File: src/rf_check_pkg.sv
package rf_check_pkg;
    // system clock and base clock period
    localparam int SYS_PERIOD_NS = 10;
    // short base period keeps a whole poll cycle to about 16 thousand cycles, 15360 of them start-up
    localparam int TCLK_NS = 200;
    localparam int TCLK_CYC = TCLK_NS / SYS_PERIOD_NS;
    // start-up length in base clocks (plain default)
    localparam logic [17:0] STARTUP_TCLK = 18'h00300;
    // sleep value that means permanent sleep
    localparam logic [4:0] SLEEP_FOREVER = 5'h1F;
    // conditioning limits in extended clocks
    localparam logic [7:0] DATA_MIN_XCLK = 8'h0A;
    localparam logic [7:0] DATA_LOW_MAX_XCLK = 8'hC0;
    // bit-check counter width and reset values
    localparam int CNT_W = 6;
    localparam logic [CNT_W-1:0] CNT_RST = 6'h00;
    // buffer geometry
    localparam int BUF_W = 2;
    localparam int BUF_DEPTH = 16;
    // polling / receive states
    typedef enum logic [1:0] {
        ST_SLEEP,
        ST_STARTUP,
        ST_CHECK,
        ST_RECEIVE
    } poll_state_t;
endpackage : rf_check_pkg

File: src/stream_if.sv
`timescale 1ns/1ns
`default_nettype none
// one valid/ready word channel
interface stream_if #(
    parameter int W = 2
);
    logic valid;
    logic ready;
    logic [W-1:0] data;
    modport src (output valid, output data, input ready);
    modport snk (input valid, input data, output ready);
endinterface : stream_if
`default_nettype wire

File: src/word_fifo.sv
`timescale 1ns/1ns
`default_nettype none
module word_fifo #(
    parameter int W = 2,
    parameter int DEPTH = 16
) (
    // clock and reset
    input wire logic clk_sys_i,
    input wire logic reset_i,
    // filling and draining sides
    stream_if.snk wr,
    stream_if.src rd
);
    localparam int AW = $clog2(DEPTH);
    logic [W-1:0] mem_r [DEPTH];     // flip-flop storage
    logic [AW-1:0] wp_r, wp_nxt;     // write index
    logic [AW-1:0] rp_r, rp_nxt;     // read index
    logic [AW:0] cnt_r, cnt_nxt;     // fill level
    logic push, pop;

    // honest flags straight from the fill level
    assign wr.ready = (cnt_r != AW'(0) + (AW+1)'(DEPTH)) ? 1'b1 : 1'b0;
    assign rd.valid = (cnt_r != '0);
    assign rd.data = mem_r[rp_r];
    assign push = wr.valid && wr.ready;
    assign pop = rd.valid && rd.ready;

    // next pointers and level
    always_comb begin
        wp_nxt = push ? wp_r + AW'(1) : wp_r;
        rp_nxt = pop ? rp_r + AW'(1) : rp_r;
        cnt_nxt = cnt_r + (AW+1)'(push) - (AW+1)'(pop);
    end

    // pointers and level registers
    always_ff @(posedge clk_sys_i) begin
        if (reset_i) begin
            wp_r <= '0;
            rp_r <= '0;
            cnt_r <= '0;
        end else begin
            wp_r <= wp_nxt;
            rp_r <= rp_nxt;
            cnt_r <= cnt_nxt;
        end
    end

    // storage written per entry, no reset needed
    genvar i;
    generate
        for (i = 0; i < DEPTH; i++) begin : g_ent
            always_ff @(posedge clk_sys_i) begin
                if (push && wp_r == AW'(i)) begin
                    mem_r[i] <= wr.data;
                end
            end
        end
    endgenerate
endmodule : word_fifo
`default_nettype wire

File: src/rf_bit_check.sv
`timescale 1ns/1ns
`default_nettype none
module rf_bit_check
    import rf_check_pkg::*;
(
    // clock and reset
    input wire logic clk_sys_i,
    input wire logic reset_i,
    // demodulator output, asynchronous
    input wire logic dem_out_i,
    // operating-mode settings
    input wire logic [1:0] baud_range_select_i,
    input wire logic [1:0] bit_count_sel_i,
    input wire logic [4:0] sleep_value_i,
    input wire logic sleep_stretch_i,
    input wire logic noise_disable_i,
    // window limits
    input wire logic [4:0] lim_min_i,
    input wire logic [4:0] lim_max_i,
    // command back to polling, one-cycle pulse
    input wire logic poll_cmd_i,
    // outputs toward the host
    output logic data_o,
    output logic data_clk_o,
    output logic activity_indicator_o,
    output logic receiving_o
);
    stream_if #(.W(BUF_W)) fin ();   // conditioner into buffer
    stream_if #(.W(BUF_W)) fout ();  // buffer into output stage

    // pin synchroniser, stage one read only by stage two
    logic dem_s1_r, dem_s2_r;
    always_ff @(posedge clk_sys_i) begin
        if (reset_i) begin
            dem_s1_r <= 1'b1;
            dem_s2_r <= 1'b1;
        end else begin
            dem_s1_r <= dem_out_i;
            dem_s2_r <= dem_s1_r;
        end
    end

    // base clock and extended clock prescalers
    logic [7:0] base_r, base_nxt;    // system cycles per base clock
    logic [2:0] xdiv_r, xdiv_nxt;    // base clocks per extended clock
    logic [2:0] xlast;               // factor minus one
    logic base_tick, xtick;
    assign base_tick = (base_r == 8'(TCLK_CYC - 1));
    assign xlast = 3'(4'h8 >> baud_range_select_i) - 3'h1;
    assign xtick = base_tick && (xdiv_r >= xlast);
    always_comb begin
        base_nxt = base_tick ? 8'h00 : base_r + 8'h01;
        xdiv_nxt = xdiv_r;
        if (xtick) begin
            xdiv_nxt = 3'h0;
        end else if (base_tick) begin
            xdiv_nxt = xdiv_r + 3'h1;
        end
    end
    always_ff @(posedge clk_sys_i) begin
        if (reset_i) begin
            base_r <= 8'h00;
            xdiv_r <= 3'h0;
        end else begin
            base_r <= base_nxt;
            xdiv_r <= xdiv_nxt;
        end
    end

    // polling sequencer and bit check
    poll_state_t st_r, st_nxt;
    logic [17:0] tmr_r, tmr_nxt;     // sleep / start-up base clocks
    logic [CNT_W-1:0] cnt_r, cnt_nxt; // window counter value
    logic [4:0] chk_r, chk_nxt;      // passed interval checks
    logic armed_r, armed_nxt;        // first edge seen
    logic prev_r, prev_nxt;          // demod level at last tick
    logic [17:0] sleep_len;
    logic [4:0] chk_target;
    logic edge_seen;
    // sleep = value * stretch * 1024 base clocks
    assign sleep_len = sleep_stretch_i ? {sleep_value_i, 13'h0000}
                                       : {3'h0, sleep_value_i, 10'h000};
    // two checks per bit: 0, 6, 12, 18
    assign chk_target = 5'(bit_count_sel_i) * 5'h06;
    assign edge_seen = xtick && (dem_s2_r != prev_r);

    always_comb begin
        st_nxt = st_r;
        tmr_nxt = tmr_r;
        cnt_nxt = cnt_r;
        chk_nxt = chk_r;
        armed_nxt = armed_r;
        prev_nxt = xtick ? dem_s2_r : prev_r;
        unique case (st_r)
            ST_SLEEP: begin
                // permanent sleep holds until value changes
                if (base_tick && sleep_value_i != SLEEP_FOREVER) begin
                    tmr_nxt = tmr_r + 18'h00001;
                    if (tmr_r + 18'h00001 >= sleep_len) begin
                        st_nxt = ST_STARTUP;
                        tmr_nxt = 18'h00000;
                    end
                end
            end
            ST_STARTUP: begin
                // demod undefined here, nothing is judged
                if (base_tick) begin
                    tmr_nxt = tmr_r + 18'h00001;
                end
                if (base_tick && tmr_r + 18'h00001 >= STARTUP_TCLK) begin
                    tmr_nxt = 18'h00000;
                    cnt_nxt = CNT_RST;
                    chk_nxt = 5'h00;
                    armed_nxt = 1'b0;
                    // zero bits means straight to receive
                    st_nxt = (chk_target == 5'h00) ? ST_RECEIVE
                                                   : ST_CHECK;
                end
            end
            ST_CHECK: begin
                if (xtick) begin
                    cnt_nxt = cnt_r + 6'h01;
                    if (edge_seen && armed_r) begin
                        cnt_nxt = CNT_RST;
                        if (cnt_r < {1'b0, lim_min_i}) begin
                            st_nxt = ST_SLEEP;
                        end else begin
                            chk_nxt = chk_r + 5'h01;
                            if (chk_r + 5'h01 >= chk_target) begin
                                st_nxt = ST_RECEIVE;
                            end
                        end
                    end else if (edge_seen) begin
                        // first edge only starts the timing
                        armed_nxt = 1'b1;
                        cnt_nxt = CNT_RST;
                    end else if (cnt_r + 6'h01 >= {1'b0, lim_max_i}) begin
                        st_nxt = ST_SLEEP;
                    end
                end
            end
            ST_RECEIVE: begin
                // stays here whatever the demod does
                if (poll_cmd_i) begin
                    st_nxt = ST_SLEEP;
                    tmr_nxt = 18'h00000;
                end
            end
        endcase
        if (st_r == ST_CHECK && st_nxt == ST_SLEEP) begin
            tmr_nxt = 18'h00000;
        end
    end

    always_ff @(posedge clk_sys_i) begin
        if (reset_i) begin
            st_r <= ST_SLEEP;
            tmr_r <= 18'h00000;
            cnt_r <= CNT_RST;
            chk_r <= 5'h00;
            armed_r <= 1'b0;
            prev_r <= 1'b1;
        end else begin
            st_r <= st_nxt;
            tmr_r <= tmr_nxt;
            cnt_r <= cnt_nxt;
            chk_r <= chk_nxt;
            armed_r <= armed_nxt;
            prev_r <= prev_nxt;
        end
    end

    // data conditioner, advances on extended ticks while buffer has room
    logic cond_r, cond_nxt;          // conditioned level
    logic [7:0] spc_r, spc_nxt;      // ticks since last output edge
    logic [7:0] low_r, low_nxt;      // ticks spent low
    logic hold_r, hold_nxt;          // low limit hit, forced high
    logic quiet_r, quiet_nxt;        // transmission over, stay high
    logic start_r, start_nxt;        // start bit detected
    logic clk_bit;
    logic want;
    logic step;
    // back-pressure: a full buffer stalls the conditioner
    assign step = xtick && fin.ready && st_r == ST_RECEIVE;
    assign want = (hold_r || quiet_r) ? 1'b1 : dem_s2_r;

    always_comb begin
        cond_nxt = cond_r;
        spc_nxt = spc_r;
        low_nxt = low_r;
        hold_nxt = hold_r;
        quiet_nxt = quiet_r;
        start_nxt = start_r;
        clk_bit = 1'b0;
        if (st_r != ST_RECEIVE) begin
            // idle high, counters reloaded for next reception
            cond_nxt = 1'b1;
            spc_nxt = DATA_MIN_XCLK;
            low_nxt = 8'h00;
            hold_nxt = 1'b0;
            quiet_nxt = 1'b0;
            start_nxt = 1'b0;
        end else if (step) begin
            if (spc_r != 8'hFF) begin
                spc_nxt = spc_r + 8'h01;
            end
            if (hold_r && dem_s2_r) begin
                hold_nxt = 1'b0;
            end
            if (!cond_r && low_r + 8'h01 >= DATA_LOW_MAX_XCLK) begin
                // low held too long: release the line
                cond_nxt = 1'b1;
                spc_nxt = 8'h00;
                low_nxt = 8'h00;
                hold_nxt = 1'b1;
                quiet_nxt = noise_disable_i;
            end else if (want != cond_r && spc_r >= DATA_MIN_XCLK) begin
                cond_nxt = want;
                spc_nxt = 8'h00;
                low_nxt = 8'h00;
                // the first falling edge is the start bit
                if (!want) begin
                    start_nxt = 1'b1;
                end
                clk_bit = start_r;
            end else if (!cond_r) begin
                low_nxt = low_r + 8'h01;
            end
        end
    end

    always_ff @(posedge clk_sys_i) begin
        if (reset_i) begin
            cond_r <= 1'b1;
            spc_r <= DATA_MIN_XCLK;
            low_r <= 8'h00;
            hold_r <= 1'b0;
            quiet_r <= 1'b0;
            start_r <= 1'b0;
        end else begin
            cond_r <= cond_nxt;
            spc_r <= spc_nxt;
            low_r <= low_nxt;
            hold_r <= hold_nxt;
            quiet_r <= quiet_nxt;
            start_r <= start_nxt;
        end
    end

    // one word per tick: bit clock mark and next level
    assign fin.valid = step;
    assign fin.data = {clk_bit, cond_nxt};

    word_fifo #(.W(BUF_W), .DEPTH(BUF_DEPTH)) u_buf (
        .clk_sys_i(clk_sys_i),
        .reset_i(reset_i),
        .wr(fin),
        .rd(fout)
    );

    // output stage drains one word per tick, so pin edges stay on ticks
    logic data_r, data_nxt;
    logic dclk_r, dclk_nxt;
    logic act_r, act_nxt;
    logic rx_r, rx_nxt;
    assign fout.ready = xtick;
    always_comb begin
        data_nxt = data_r;
        dclk_nxt = dclk_r;
        if (fout.valid && fout.ready) begin
            data_nxt = fout.data[0];
            dclk_nxt = fout.data[1];
        end else if (xtick) begin
            dclk_nxt = 1'b0;
        end
        if (st_r != ST_RECEIVE) begin
            data_nxt = 1'b1;
            dclk_nxt = 1'b0;
        end
        act_nxt = (st_nxt != ST_SLEEP);
        rx_nxt = (st_nxt == ST_RECEIVE);
    end

    always_ff @(posedge clk_sys_i) begin
        if (reset_i) begin
            data_r <= 1'b1;
            dclk_r <= 1'b0;
            act_r <= 1'b0;
            rx_r <= 1'b0;
        end else begin
            data_r <= data_nxt;
            dclk_r <= dclk_nxt;
            act_r <= act_nxt;
            rx_r <= rx_nxt;
        end
    end

    assign data_o = data_r;
    assign data_clk_o = dclk_r;
    assign activity_indicator_o = act_r;
    assign receiving_o = rx_r;
endmodule : rf_bit_check
`default_nettype wire

File: config.mk
export PLATFORM = sky130hd
export DESIGN_NAME = rf_bit_check
export DESIGN_NICKNAME = d
export VERILOG_FILES = /design/src/rf_check_pkg.sv /design/src/stream_if.sv /design/src/word_fifo.sv /design/src/rf_bit_check.sv
export SDC_FILE = /design/constraint.sdc
export NUM_CORES = 1
export LEC_CHECK = 0
export ABC_CLOCK_PERIOD_IN_PS = 4800
export BUFFER_PORTS_ARGS = -buffer_cell sky130_fd_sc_hd__buf_2
export CAP_MARGIN = 10
export CORE_MARGIN = 2
export CORE_UTILIZATION = 25
export DETAILED_ROUTE_END_ITERATION = 7
export SETUP_SLACK_MARGIN = 0.2
export SYNTH_ARGS = -nofsm -noshare
export SYNTH_HDL_FRONTEND = slang
export SYNTH_SLANG_ARGS = --single-unit
File: constraint.sdc
create_clock -name clk_sys_i -period 4.8 [get_ports clk_sys_i]
set_input_delay 0.96 -clock clk_sys_i [delete_from_list [all_inputs] [get_ports clk_sys_i]]
set_output_delay 0.96 -clock clk_sys_i [all_outputs]
set_load 0.05 [all_outputs]
**Word-level counts from Yosys, hierarchy flattened**

Memory sizes are Yosys's and may differ from the RTL's. A register that Yosys moved wholly into a read port is not among the register bits.
Index checks and enable logic that the tools add are counted.
W data, S select, Z words.

- Flip-flop bits (word level): 83
- Memory bits (writable): 32
- Bits of input ports: 25
- Memories kept: 1

- Add/subtract/negate cells: 12
- $mul: 1
- $lt $le $gt $ge: 8
- Equality and inequality tests: 36
- Shift-type cells: 1
- Mux-type cells: 133
- Bitwise gates (word level): 2
- Reduce and logical (&&, ||, !) cells: 70

Memories:

| name | depth | bits a word | read ports | clocked after Yosys merged registers in | write ports | RTL line | source |
|---|---|---|---|---|---|---|---|
| u_buf.mem_r | 16 | 2 | 1 | 1 | 1 | word_fifo.sv:15 | `logic [W-1:0] mem_r [DEPTH];` |

Operators by type and width:

| operator | number |
|---|---|
| $mux W18 | 6 |
| $mux W4 | 17 |
| $mux W1 | 66 |
| $pmux W18 S3 | 1 |
| $mux W2 | 25 |
| $mux W8 | 6 |
| $reduce_or A2 Y1 | 19 |
| $eq A4 B4 Y1 const B | 8 |
| $logic_and A1 B1 Y1 | 29 |
| $add A8 B1 Y8 const B | 3 |
| $mux W6 | 4 |
| $mux W5 | 4 |
| $add A18 B1 Y18 const B | 1 |
| $ge A18 B10 Y1 const B | 1 |
| $ge A18 B18 Y1 | 1 |
| $eq A4 B3 Y1 const B | 4 |
| $ne A2 B2 Y1 const B | 8 |
| $pmux W6 S2 | 1 |
| $ne A5 B5 Y1 const B | 2 |
| $pmux W5 S2 | 1 |
| $reduce_and A5 Y1 | 2 |
| $add A4 B1 Y4 const B | 2 |
| $eq A4 B2 Y1 const B | 2 |
| $eq A8 B5 Y1 const B | 1 |
| 36 further kinds | 49 |

**Logic depth before layout (Yosys ltp)**

Gate-level depths: netlist of the first run.

- Depth in word-level cells: 26
- Mapped depth: 16

**Hierarchy**

Synthesis of the first run repeated with hierarchy kept, for this count alone.

- Cell total of the unflattened synthesis: 736
- Area, all modules: 6784.0 um^2

By module, submodules not included:

| module | times used | cells an instance | area each (um^2) | seq. area each (um^2) |
|---|---|---|---|---|
| rf_bit_check | 1 | 576 | 4660.7 | 1401.3 |
| word_fifo | 1 | 160 | 2123.3 | 1301.2 |

**Worst setup path before layout of the first run**

No wires, ideal clock.

- Kind: input-to-reg
- Start point: in baud_range_select_i[0]
- End point: reg u_buf.cnt_r[4]
- Setup time: 0.132 ns
- Data arrival time: 3.480 ns
- Required time: 4.668 ns
- Slack: 1.188 ns
- Stages on the path: 14
- Path buffers: 0
- Cell sequence: or2_2 ha_1 a21oi_1 a311oi_2 ha_1 inv_1 ha_1 inv_1 fa_1 inv_1 a21oi_1 nor2_1 or3_1 a21oi_1

- Elaborated cells between the ends (all ways): 10
- Those cells by class: add/sub: 3; order compare: 1; shift: 1; reduce/logical: 5

RTL lines:

| element | RTL line | source |
|---|---|---|
| start: declaration | rf_bit_check.sv:12 | `input wire logic [1:0] baud_range_select_i,` |
| $shr A4 B2 Y3 | rf_bit_check.sv:49 | `assign xlast = 3'(4'h8 >> baud_range_select_i) - 3'h1;` |
| $sub A3 B1 Y3 | rf_bit_check.sv:49 |  |
| $ge A3 B3 Y1 | rf_bit_check.sv:50 | `assign xtick = base_tick && (xdiv_r >= xlast);` |
| $logic_and A1 B1 Y1 | rf_bit_check.sv:50 |  |
| $logic_and A1 B1 Y1 | word_fifo.sv:26 | `assign pop = rd.valid && rd.ready;` |
| net u_buf.pop | word_fifo.sv:19 | `logic push, pop;` |
| $sub A5 B1 Y5 | word_fifo.sv:32 | `cnt_nxt = cnt_r + (AW+1)'(push) - (AW+1)'(pop);` |
| end signal: assignment | word_fifo.sv:44 | `cnt_r <= cnt_nxt;` |
| end: declaration | word_fifo.sv:18 | `logic [AW:0] cnt_r, cnt_nxt;` |

The timed path passes the listed nets, and every way through them passes these cells.
A chain may end at the register's enable or synchronous reset.

**Worst setup path after layout of the first run**

- Start point: reg tmr_r[0]
- End point: reg tmr_r[15]

- Cells in the longest elaborated chain, start to end: 8
- Elaborated cells between the ends (all ways): 18
- Those cells by class: add/sub: 1; order compare: 2; eq/ne: 1; mux: 9; reduce/logical: 5

RTL lines:

| element | RTL line | source |
|---|---|---|
| start: declaration | rf_bit_check.sv:72 | `logic [17:0] tmr_r, tmr_nxt;` |
| start signal: assignment | rf_bit_check.sv:165 | `tmr_r <= tmr_nxt;` |
| $add A18 B1 Y18 (*) | - |  |
| $ge A18 B18 Y1 or $ge A18 B10 Y1 (tied branches) | rf_bit_check.sv:99, rf_bit_check.sv:110 |  |
| $mux W2 or $logic_and A1 B1 Y1 (tied branches) | rf_bit_check.sv:99, rf_bit_check.sv:110 |  |
| $mux W2, on equally long branches | rf_bit_check.sv:97, rf_bit_check.sv:110 |  |
| $pmux W2 S4 | rf_bit_check.sv:94 | `unique case (st_r)` |
| $logic_not A2 Y1 | rf_bit_check.sv:150 | `if (st_r == ST_CHECK && st_nxt == ST_SLEEP) begin` |
| $logic_and A1 B1 Y1 | rf_bit_check.sv:150 |  |
| $reduce_or A2 Y1 (no source line) | - |  |

Every way passes the cells marked *; elsewhere a longest branch is shown, timed or not. The select of a mux whose other input is x is not followed.

==> Flow_metrics.wiki, run 1 <==
{| class="wikitable"
! Metric !! Value
|-
| TritonCTS Sinks || 119
|-
| Average via count per standard cell || 4.79
|-
| Final number of hold-violating endpoints || 0
|-
| DIE WIDTH || 168 um
|-
| Worst setup SP type || flop
|-
| Final setup TNS || 0 ns
|-
| Iteration-0 DRC Markers || 262
|-
| Netlist area before placement || 6720 um^2
|-
| Final cycle utilization of the critical path || 0.801
|-
| Most frequent cell after synthesis || sky130_fd_sc_hd__dfxtp_1
|-
| Master cell of the clock root buffer || sky130_fd_sc_hd__clkbuf_16
|-
| Residual antenna-violating net count after detailed routing || 0
|-
| Cell count after synthesis || 701
|-
| Primary FF master, synth || sky130_fd_sc_hd__dfxtp_1
|-
| Worst slack after detailed placement || 0.744 ns
|-
| Share of cells above drive strength 1 || 0.149
|-
| Yosys top cell by area || sky130_fd_sc_hd__dfxtp_1
|-
| Max-slew headroom || 0.394
|-
| Path type of the worst setup path || reg -> reg
|-
| Total Die Area || 28,200 um^2
|-
| Clock tree skew after final layout || 0.0126 ns
|-
| Number of placement rows || 60
|-
| Half-perimeter wire length of the detailed placement result || 10.3 mm
|-
| Starting Density || 0.252
|-
| Final setup margin || 0.954 ns
|-
| Status || completed
|-
| Main combinational cell family by area after synthesis || simple AND/OR/NAND/NOR gates
|-
| Worst skew pair latency || 0.42 ns
|-
| P per Cell Area || 305 nW/um^2
|-
| Data required time of the critical path || 5.11 ns
|-
| Post-Synth XOR/XNOR Area || 0.0625
|-
| Leakage dissipation || 0.00275 uW
|-
| Top area cells in the synthesized netlist || sky130_fd_sc_hd__dfxtp_1 (26%), sky130_fd_sc_hd__edfxtp_1 (14%), sky130_fd_sc_hd__ha_1 (8.7%), sky130_fd_sc_hd__nor2_1 (3.7%), sky130_fd_sc_hd__xnor2_1 (3.6%)
|-
| Share of the synthesized area in the top cell type || 0.259
|-
| Warnings from Yosys || 0
|-
| Final count of pins violating max slew || 0
|-
| Count of hold-fix buffers inserted at cts || 0
|-
| HP Start || dem_s1_r
|-
| Capturing element type of the critical path || flop
|-
| Hold slack final || 0.433 ns
|-
| Post-CTS resize count || 0
|-
| Most frequent cells after synthesis || sky130_fd_sc_hd__dfxtp_1 (87), sky130_fd_sc_hd__nor2_1 (66), sky130_fd_sc_hd__nand2_1 (50)
|-
| Number of flops mapped to enable cells by yosys || 32
|-
| GP Congestion || 0.804
|-
| GRT overflow || 0
|-
| Clock slew seen by the registers of the worst setup and hold paths || 0.05 ns
|-
| CTS tree || built
|-
| Min-delay worst type || reg -> reg
|-
| Number of distinct standard cells referenced by the synthesized netlist || 79
|-
| Final-stage net count || 794
|-
| Number of H-tree levels || 4
|-
| Synth-to-layout area growth || 15.6%
|-
| Critical R2R Launch || tmr_r[0]
|-
| Simple-Gate Fraction of Synth Area || 0.211
|-
| Antenna violations before repair || 0
|-
| Die Height || 168 um
|-
| Buffer count from post-CTS setup fixing || 0
|-
| Number of detailed-route iterations in the first pass || 4
|-
| Crit-path max FO || 9
|-
| F_max || 260 MHz
|-
| Worst-margin pin slew || 0.909 ns
|-
| CP arrival || 4.15 ns
|-
| I/O Buffers || 28
|-
| Fraction of the mapped netlist area in compound gates || 0.145
|-
| Wire length per cell after detailed routing || 13.2 um
|-
| Clock period minus worst slack || 3.85 ns
|-
| Nets in the synthesized netlist || 774
|-
| Number of flip-flops and latches in the synthesized netlist || 119
|-
| Maximum capacitance violations || 0
|-
| Total global-route track usage || 0.105
|-
| Maximum number of pins on one net before global-route repair || 46
|-
| Sequential cell area fraction in the yosys report || 0.402
|-
| Critical path origin || tmr_r[0]
|-
| Adder and majority gate portion of the synthesized area || 0.0904
|-
| CORE AREA || 26,700 um^2
|-
| Maximum count of clock buffers along a single path || 2
|-
| Synth async-reset ratio || 0
|-
| # diodes || 0
|-
| Via count of the first global-routing pass || 4,850
|-
| Post-detailed-route DRC marker count || 0
|-
| I/O pin count || 29
|-
| Setup repair after global routing missed its margin || false
|-
| Worst vdd rail ir drop || 246 uV
|-
| Total of endpoints with negative setup slack in the final report || 0
|-
| Num CTS Buffers || 17
|-
| Overall routed net length || 14.2 mm
|-
| Post-synthesis mux area share || 0.0471
|-
| Via count || 5,151
|-
| First-pass GRT wire length || 24.3 mm
|-
| Post-synthesis area per instance || 9.59 um^2
|}
## report_power, final
group	leakage (uW)	switching [uW]	internal, uW
registers	0.000917	4.97	1030
logic	0.00155	48.8	31.5
clock network	0.000283	464	794
## flip-flops by register name, indices dropped and copies added, names as in the netlist, 2 cells and up, named ones only
| signal | flops |
|---|---|
| chk_r | 5 |
| st_r | 2 |
| u_buf.cnt_r | 5 |
| xdiv_r | 3 |
| cnt_r | 6 |
| tmr_r | 18 |
| spc_r | 8 |
| low_r | 8 |
| base_r | 8 |
| u_buf.mem_r | 32 |
| u_buf.rp_r | 4 |
| u_buf.wp_r | 4 |
## worst max-delay path, cell delays in order, from the launching register on
cell and delay (ns):
sky130_fd_sc_hd__dfxtp_1 0.49, sky130_fd_sc_hd__ha_1 0.29, sky130_fd_sc_hd__nand4_1 0.16, sky130_fd_sc_hd__nor4_1 0.27, sky130_fd_sc_hd__buf_4 0.19, sky130_fd_sc_hd__nand3_1 0.09, sky130_fd_sc_hd__xnor2_1 0.16, sky130_fd_sc_hd__ha_1 0.31
sky130_fd_sc_hd__nand4_1 0.07, sky130_fd_sc_hd__nor4_1 0.37, sky130_fd_sc_hd__o2111ai_1 0.24, sky130_fd_sc_hd__a31o_2 0.33, sky130_fd_sc_hd__or3_1 0.46, sky130_fd_sc_hd__a32o_1 0.30
## per-layer routing
layer | GRT usage | vias to the layer above | part of all wire
li1 | - | 2606 | -
met1 | 0.143 | 2453 | 0.50
met2 | 0.164 | 75 | 0.45
met3 | 0.0306 | 17 | 0.036
met4 | 0.0302 | 0 | 0.012
met5 | 0 | - | 0
## final timing paths
kind,end,slack (ns),depth (start not counted)
worst min-delay path,dem_s2_r,0.43,1
worst max-delay path,tmr_r[15],0.95,13
worst max register to register,tmr_r[15],0.95,13
worst min register to register,dem_s2_r,0.43,1
## logic make-up (layout without fill, tap and decap cells)
| group | after synthesis | after routing |
|---|---|---|
| adders and majority gates | 48 | 48 |
| xor gates and xnor gates | 48 | 48 |
| and+or+nand+nor | 269 | 269 |
| muxes | 19 | 19 |
| AOI/OAI and AO/OA | 130 | 130 |
| buffers and inverters | 68 | 101 |
| DFF | 119 | 119 |
## cell usage in the layout, fill, tap and decap left out, types with 4 or more instances in the layout
master	count
sky130_fd_sc_hd__dfxtp_1	87
sky130_fd_sc_hd__nor2_1	66
sky130_fd_sc_hd__nand2_1	50
sky130_fd_sc_hd__ha_1	47
sky130_fd_sc_hd__inv_1	34
sky130_fd_sc_hd__a21oi_1	33
sky130_fd_sc_hd__edfxtp_1	32
sky130_fd_sc_hd__nor3_1	31
sky130_fd_sc_hd__nand3_1	29
sky130_fd_sc_hd__xnor2_1	28
sky130_fd_sc_hd__buf_2	28
sky130_fd_sc_hd__xor2_1	20
sky130_fd_sc_hd__clkbuf_16	18
sky130_fd_sc_hd__o21ai_0	15
sky130_fd_sc_hd__nor2b_1	13
sky130_fd_sc_hd__and3_1	12
sky130_fd_sc_hd__nand2b_1	11
sky130_fd_sc_hd__a21o_1	10
sky130_fd_sc_hd__mux4_2	10
sky130_fd_sc_hd__or3_1	8
sky130_fd_sc_hd__mux2i_1	8
sky130_fd_sc_hd__nand4_1	8
sky130_fd_sc_hd__or2_2	7
sky130_fd_sc_hd__nor4_1	7
sky130_fd_sc_hd__buf_4	7
sky130_fd_sc_hd__a31oi_1	6
sky130_fd_sc_hd__a32o_1	6
sky130_fd_sc_hd__a211oi_1	5
sky130_fd_sc_hd__a41oi_1	5
sky130_fd_sc_hd__o31ai_1	4
sky130_fd_sc_hd__o2111ai_1	4
sky130_fd_sc_hd__nand3b_1	4
sky130_fd_sc_hd__a22oi_1	4
## per-stage QoR
| stage | util | instance area (um^2) | instances | power [uW] |
|---|---|---|---|---|
| 2_1_floorplan | - | 6720 | 701 | 1110 |
| 3_3_place_gp | 0.270 | 7190 | 1043 | 1140 |
| 3_5_place_dp | 0.270 | 7190 | 1043 | 1140 |
| 4_1_cts | 0.292 | 7770 | 1075 | 2400 |
| 5_1_grt | 0.292 | 7770 | 1075 | 2460 |
| 6_report | 0.292 | 7770 | 1075 | 2370 |
## cell type report
class,count,area (um^2)
Clock inverter,11,123
Timing Repair Buffer,35,193
Sequential cell,119,2700
Tap cell,341,427
Multi-Input combinational cell,514,3740
Clock buffer,21,462
Fill cell,2776,18900
Inverter,34,128
Power figures use the tool's default switching activity.
==> run 2, diff against run 1 <==
- ABC_AREA: not set -> 1
- ABC_CLOCK_PERIOD_IN_PS: 4800 -> 3100
- clock period: 4.8 -> 3.1 ns (I/O delays scaled with it)
==> Flow_metrics.wiki, run 2 <==
{| class="wikitable"
! Metric !! Value
|-
| Status || completed
|-
| Starting Density || 0.252 (about the same)
|-
| Layout filler cell count || 2,840 (+2.3%)
|-
| Master cell of the clock root buffer || sky130_fd_sc_hd__clkbuf_16
|-
| CP arrival || 3.04 ns (-1.11 ns)
|-
| Sequential cell area fraction in the yosys report || 0.401 (-0.000821)
|-
| CTS tree || built
|-
| Count of hold-fix buffers inserted at cts || 0 (unchanged)
|-
| Number of flip-flops and latches in the synthesized netlist || 119 (unchanged)
|-
| Iteration-0 DRC Markers || 232 (-11%)
|-
| Critical path, cell by cell || buf_2 -> or2_4 -> ha_4 -> nand2_1 -> o211ai_1 -> buf_4 -> nand2_4 -> a21oi_4 -> ha_1 -> inv_1 -> ha_2 -> inv_2 -> fa_2 -> o21ai_1 -> a21oi_1 -> o21ai_1 -> a21oi_1
|-
| Synth-to-layout area growth || 22.2%
|-
| Setup repair after global routing missed its margin || false
|-
| Final setup margin || 0.357 ns (-0.597 ns)
|-
| Final cycle utilization of the critical path || 0.885
|-
| F_max || 365 MHz
|-
| Clock tree skew after final layout || 0.0137 ns (+0.00105 ns)
|-
| Slowest cell on the critical path || sky130_fd_sc_hd__fa_2
|-
| I/O pin count || 29 (unchanged)
|-
| Maximum single-stage delay on the critical path || 0.33 ns (-0.16 ns)
|-
| Critical R2R Launch || tmr_r[9]
|-
| Antenna violations before repair || 0 (unchanged)
|-
| Worst setup SP type || input pin
|-
| Total global-route track usage || 0.109 (+0.00314)
|-
| Path type of the worst setup path || in -> reg
|-
| Tot Pwr || 3540 uW (+49%)
|-
| Final count of pins violating max slew || 0 (unchanged)
|-
| Max-slew headroom || 0.601 (+0.207)
|-
| Worst-margin pin slew || 0.596 ns (-0.313 ns)
|-
| Number of flip-flops under the largest register name || 32 (unchanged)
|-
| GP Congestion || 0.807 (+0.36%)
|-
| GRT overflow || 0 (unchanged)
|-
| Final-stage net count || 1,029 (+30%)
|-
| Residual antenna-violating net count after detailed routing || 0 (unchanged)
|-
| Share of cells above drive strength 1 || 0.197 (+0.0486)
|-
| Via count || 5,775 (+12%)
|-
| DIE WIDTH || 168 um (about the same)
|-
| Top register by number of flip-flops || u_buf.mem_r
|-
| Clock slew seen by the registers of the worst setup and hold paths || 0.06 ns (about the same)
|-
| Leading cell type in the layout, fill and taps excluded || sky130_fd_sc_hd__nand2_1
|-
| Final number of hold-violating endpoints || 0 (unchanged)
|-
| Average via count per standard cell || 4.41 (-8.0%)
|-
| Net switching power figure || 809 uW (+56%)
|-
| Critical path origin || baud_range_select_i[1]
|-
| Most frequent cells after synthesis || sky130_fd_sc_hd__nand2_1 (172), sky130_fd_sc_hd__inv_1 (128), sky130_fd_sc_hd__nor2_1 (95)
|-
| CORE AREA || 26,700 um^2 (+0.28%)
|-
| HP Start || dem_s1_r
|-
| Most frequent cell after synthesis || sky130_fd_sc_hd__nand2_1
|-
| Clock period minus worst slack || 2.74 ns
|-
| Number of H-tree levels || 4 (unchanged)
|-
| Leakage dissipation || 0.00347 uW (+26%)
|-
| Combined area of the multi-input logic cells || 3560 um^2 (-4.7%)
|-
| Number of flops mapped to enable cells by yosys || 32 (unchanged)
|-
| Maximum capacitance violations || 0 (unchanged)
|-
| I/O Buffers || 28 (unchanged)
|-
| Final non-filler cell total || 1,310 (+22%)
|-
| Number of distinct standard cells referenced by the synthesized netlist || 48 (-39%)
|-
| Post-Place Cell Area || 7470 um^2 (+3.9%)
|-
| Cell count after synthesis || 887 (+27%)
|-
| Number of detailed-route iterations in the first pass || 4 (unchanged)
|-
| Logic depth of the worst register-to-register path || 18 (+5)
|-
| Via count of the first global-routing pass || 5,361 (+11%)
|-
| Min-delay worst type || reg -> reg
|-
| Relative contribution of the clock network to total power || 0.520 (-0.010)
|-
| P per Cell Area || 430 nW/um^2 (+41%)
|-
| TritonCTS Sinks || 119 (unchanged)
|-
| First-pass GRT wire length || 25.0 mm (+3.0%)
|-
| Post-detailed-route DRC marker count || 0 (unchanged)
|-
| Largest registers || u_buf.mem_r (32), tmr_r (18)
|-
| Wire length per cell after detailed routing || 11.7 um (-12%)
|-
| Crit-path max FO || 3 (-6)
|-
| Worst skew pair latency || 0.42 ns (about the same)
|-
| Post-synthesis area per instance || 7.60 um^2 (-21%)
|-
| Maximum count of clock buffers along a single path || 2 (unchanged)
|-
| Total of endpoints with negative setup slack in the final report || 0 (unchanged)
|-
| Synth async-reset ratio || 0 (unchanged)
|-
| Commonest cells after routing, fill and taps aside || sky130_fd_sc_hd__nand2_1 (165), sky130_fd_sc_hd__inv_1 (127), sky130_fd_sc_hd__nor2_1 (91)
|-
| Final setup TNS || 0 ns (unchanged)
|-
| Data required time of the critical path || 3.39 ns (-1.72 ns)
|-
| Sequential cell area || 2730 um^2 (+0.83%)
|-
| Warnings from Yosys || 0 (unchanged)
|-
| Maximum number of pins on one net before global-route repair || 19 (-59%)
|-
| Capturing element type of the critical path || flop
|-
| Worst slack after detailed placement || -0.0805 ns (-0.824 ns)
|-
| WHS Path Cells || 1 (unchanged)
|-
| Num CTS Buffers || 17 (unchanged)
|-
| Netlist area before placement || 6740 um^2 (+0.20%)
|-
| Final design area excluding fillers || 8230 um^2 (+6.0%)
|-
| Switching Share || 0.228 (+0.0102)
|-
| Primary FF master, synth || sky130_fd_sc_hd__dfxtp_1
|-
| Die Height || 168 um (about the same)
|-
| # diodes || 0 (unchanged)
|-
| Number of placement rows || 60 (unchanged)
|-
| Nets in the synthesized netlist || 960 (+24%)
|-
| Combinational group share of total power || 0.031 (-0.003)
|-
| Half-perimeter wire length of the detailed placement result || 11.1 mm (+7.3%)
|-
| Total Die Area || 28,300 um^2 (+0.20%)
|-
| Worst vdd rail ir drop || 374 uV (+52%)
|-
| Flop pwr share || 0.449 (+0.013)
|-
| Share of the synthesized area in the top cell type || 0.258 (-0.000529)
|-
| Overall routed net length || 15.3 mm (+7.4%)
|-
| Design internal power || 2730 uW (+47%)
|-
| Top area cells in the synthesized netlist || sky130_fd_sc_hd__dfxtp_1 (26%), sky130_fd_sc_hd__edfxtp_1 (14%), sky130_fd_sc_hd__nand2_1 (9.6%), sky130_fd_sc_hd__ha_1 (8.7%), sky130_fd_sc_hd__inv_1 (7.1%)
|-
| Total instance count after detailed placement || 1,269 (+22%)
|-
| Yosys top cell by area || sky130_fd_sc_hd__dfxtp_1
|}
==> run 2: changes by cell type after synthesis, moves of 11 or more <==
| cell | before | now |
|---|---|---|
| sky130_fd_sc_hd__a21oi_1 | 33 | 64 |
| sky130_fd_sc_hd__buf_2 | 12 | 1 |
| sky130_fd_sc_hd__inv_1 | 34 | 128 |
| sky130_fd_sc_hd__inv_2 | 0 | 14 |
| sky130_fd_sc_hd__nand2_1 | 50 | 172 |
| sky130_fd_sc_hd__nand2_2 | 0 | 19 |
| sky130_fd_sc_hd__nand2b_1 | 11 | 0 |
| sky130_fd_sc_hd__nand3_1 | 29 | 44 |
| sky130_fd_sc_hd__nor2_1 | 66 | 95 |
| sky130_fd_sc_hd__nor2b_1 | 13 | 0 |
| sky130_fd_sc_hd__nor3_1 | 31 | 18 |
| sky130_fd_sc_hd__o21ai_0 | 15 | 46 |
| sky130_fd_sc_hd__xnor2_1 | 28 | 9 |
==> run 2: kinds of logic (layout without fill, tap and decap cells) <==
logic type,Yosys count,after routing,share of synthesized area
mux,1,1,0.00149
flops,119,119,0.401
simple gates,391,391,0.263
xor+xnor,23,23,0.0299
buf+inv,157,239,0.0895
fa+ha+maj,48,48,0.0903
compound gates,148,148,0.125
==> run 2: final timing paths <==
kind                                  endpoint  slack (ns)
worst max-delay path            u_buf.cnt_r[4]        0.36
worst max register to register        tmr_r[9]        0.40
worst min register to register        dem_s2_r        0.41
worst min-delay path                  dem_s2_r        0.41
==> run 2: final cells by class <==
cell class	instances	area share
multi-input cells	611	0.433
clock inverters	15	0.0160
inverters	145	0.0666
flip-flops and latches	119	0.331
well taps	341	0.0518
repair buffers	62	0.0504
clock buffers	17	0.0517
==> run 2: metrics by stage <==
stage / utilization / hold slack (ns)
after global routing: 0.308 / 0.407
after CTS: 0.300 / 0.405
after floorplan: - / 0.389
after detailed placement: 0.279 / 0.398
final: 0.308 / 0.413
after global placement: 0.279 / 0.394
==> run 2: repair_timing <==
item / in CTS / in global routing
buffers inserted: 0 / 9
setup endpoints to repair: 7 / 19
resized for setup: 0 / 44
pin swaps: 0 / 10
==> run 2: power groups by stage <==
stage                     Sequential (uW)  Clock [uW]  Combinational [uW]
after floorplan                      1630           0                63.2
after global placement               1630           0                 100
after detailed placement             1630           0                 102
after CTS                            1590        1880                 103
after global routing                 1590        1950                 125
final                                1590        1840                 108
==> run 2: per-layer routing <==
| layer | GRT usage | part of all wire | wire [um] | vias to the layer above |
|---|---|---|---|---|
| li1 | - | - | - | 3037 |
| met5 | 0 | 0 | 0 | - |
| met2 | 0.182 | 0.47 | 7250 | 85 |
| met4 | 0.0382 | 0.015 | 235 | 0 |
| met3 | 0.0284 | 0.032 | 486 | 25 |
| met1 | 0.135 | 0.48 | 7310 | 2628 |
==> run 2: worst max-delay path: cells and delay by family <==
family	cells	cell delay, ns
AO/OA/AOI/OAI	6	0.68
AND/OR/NAND/NOR	3	0.34
adder cells (fa/ha/maj)	4	1.02
buffers and inverters	4	0.35
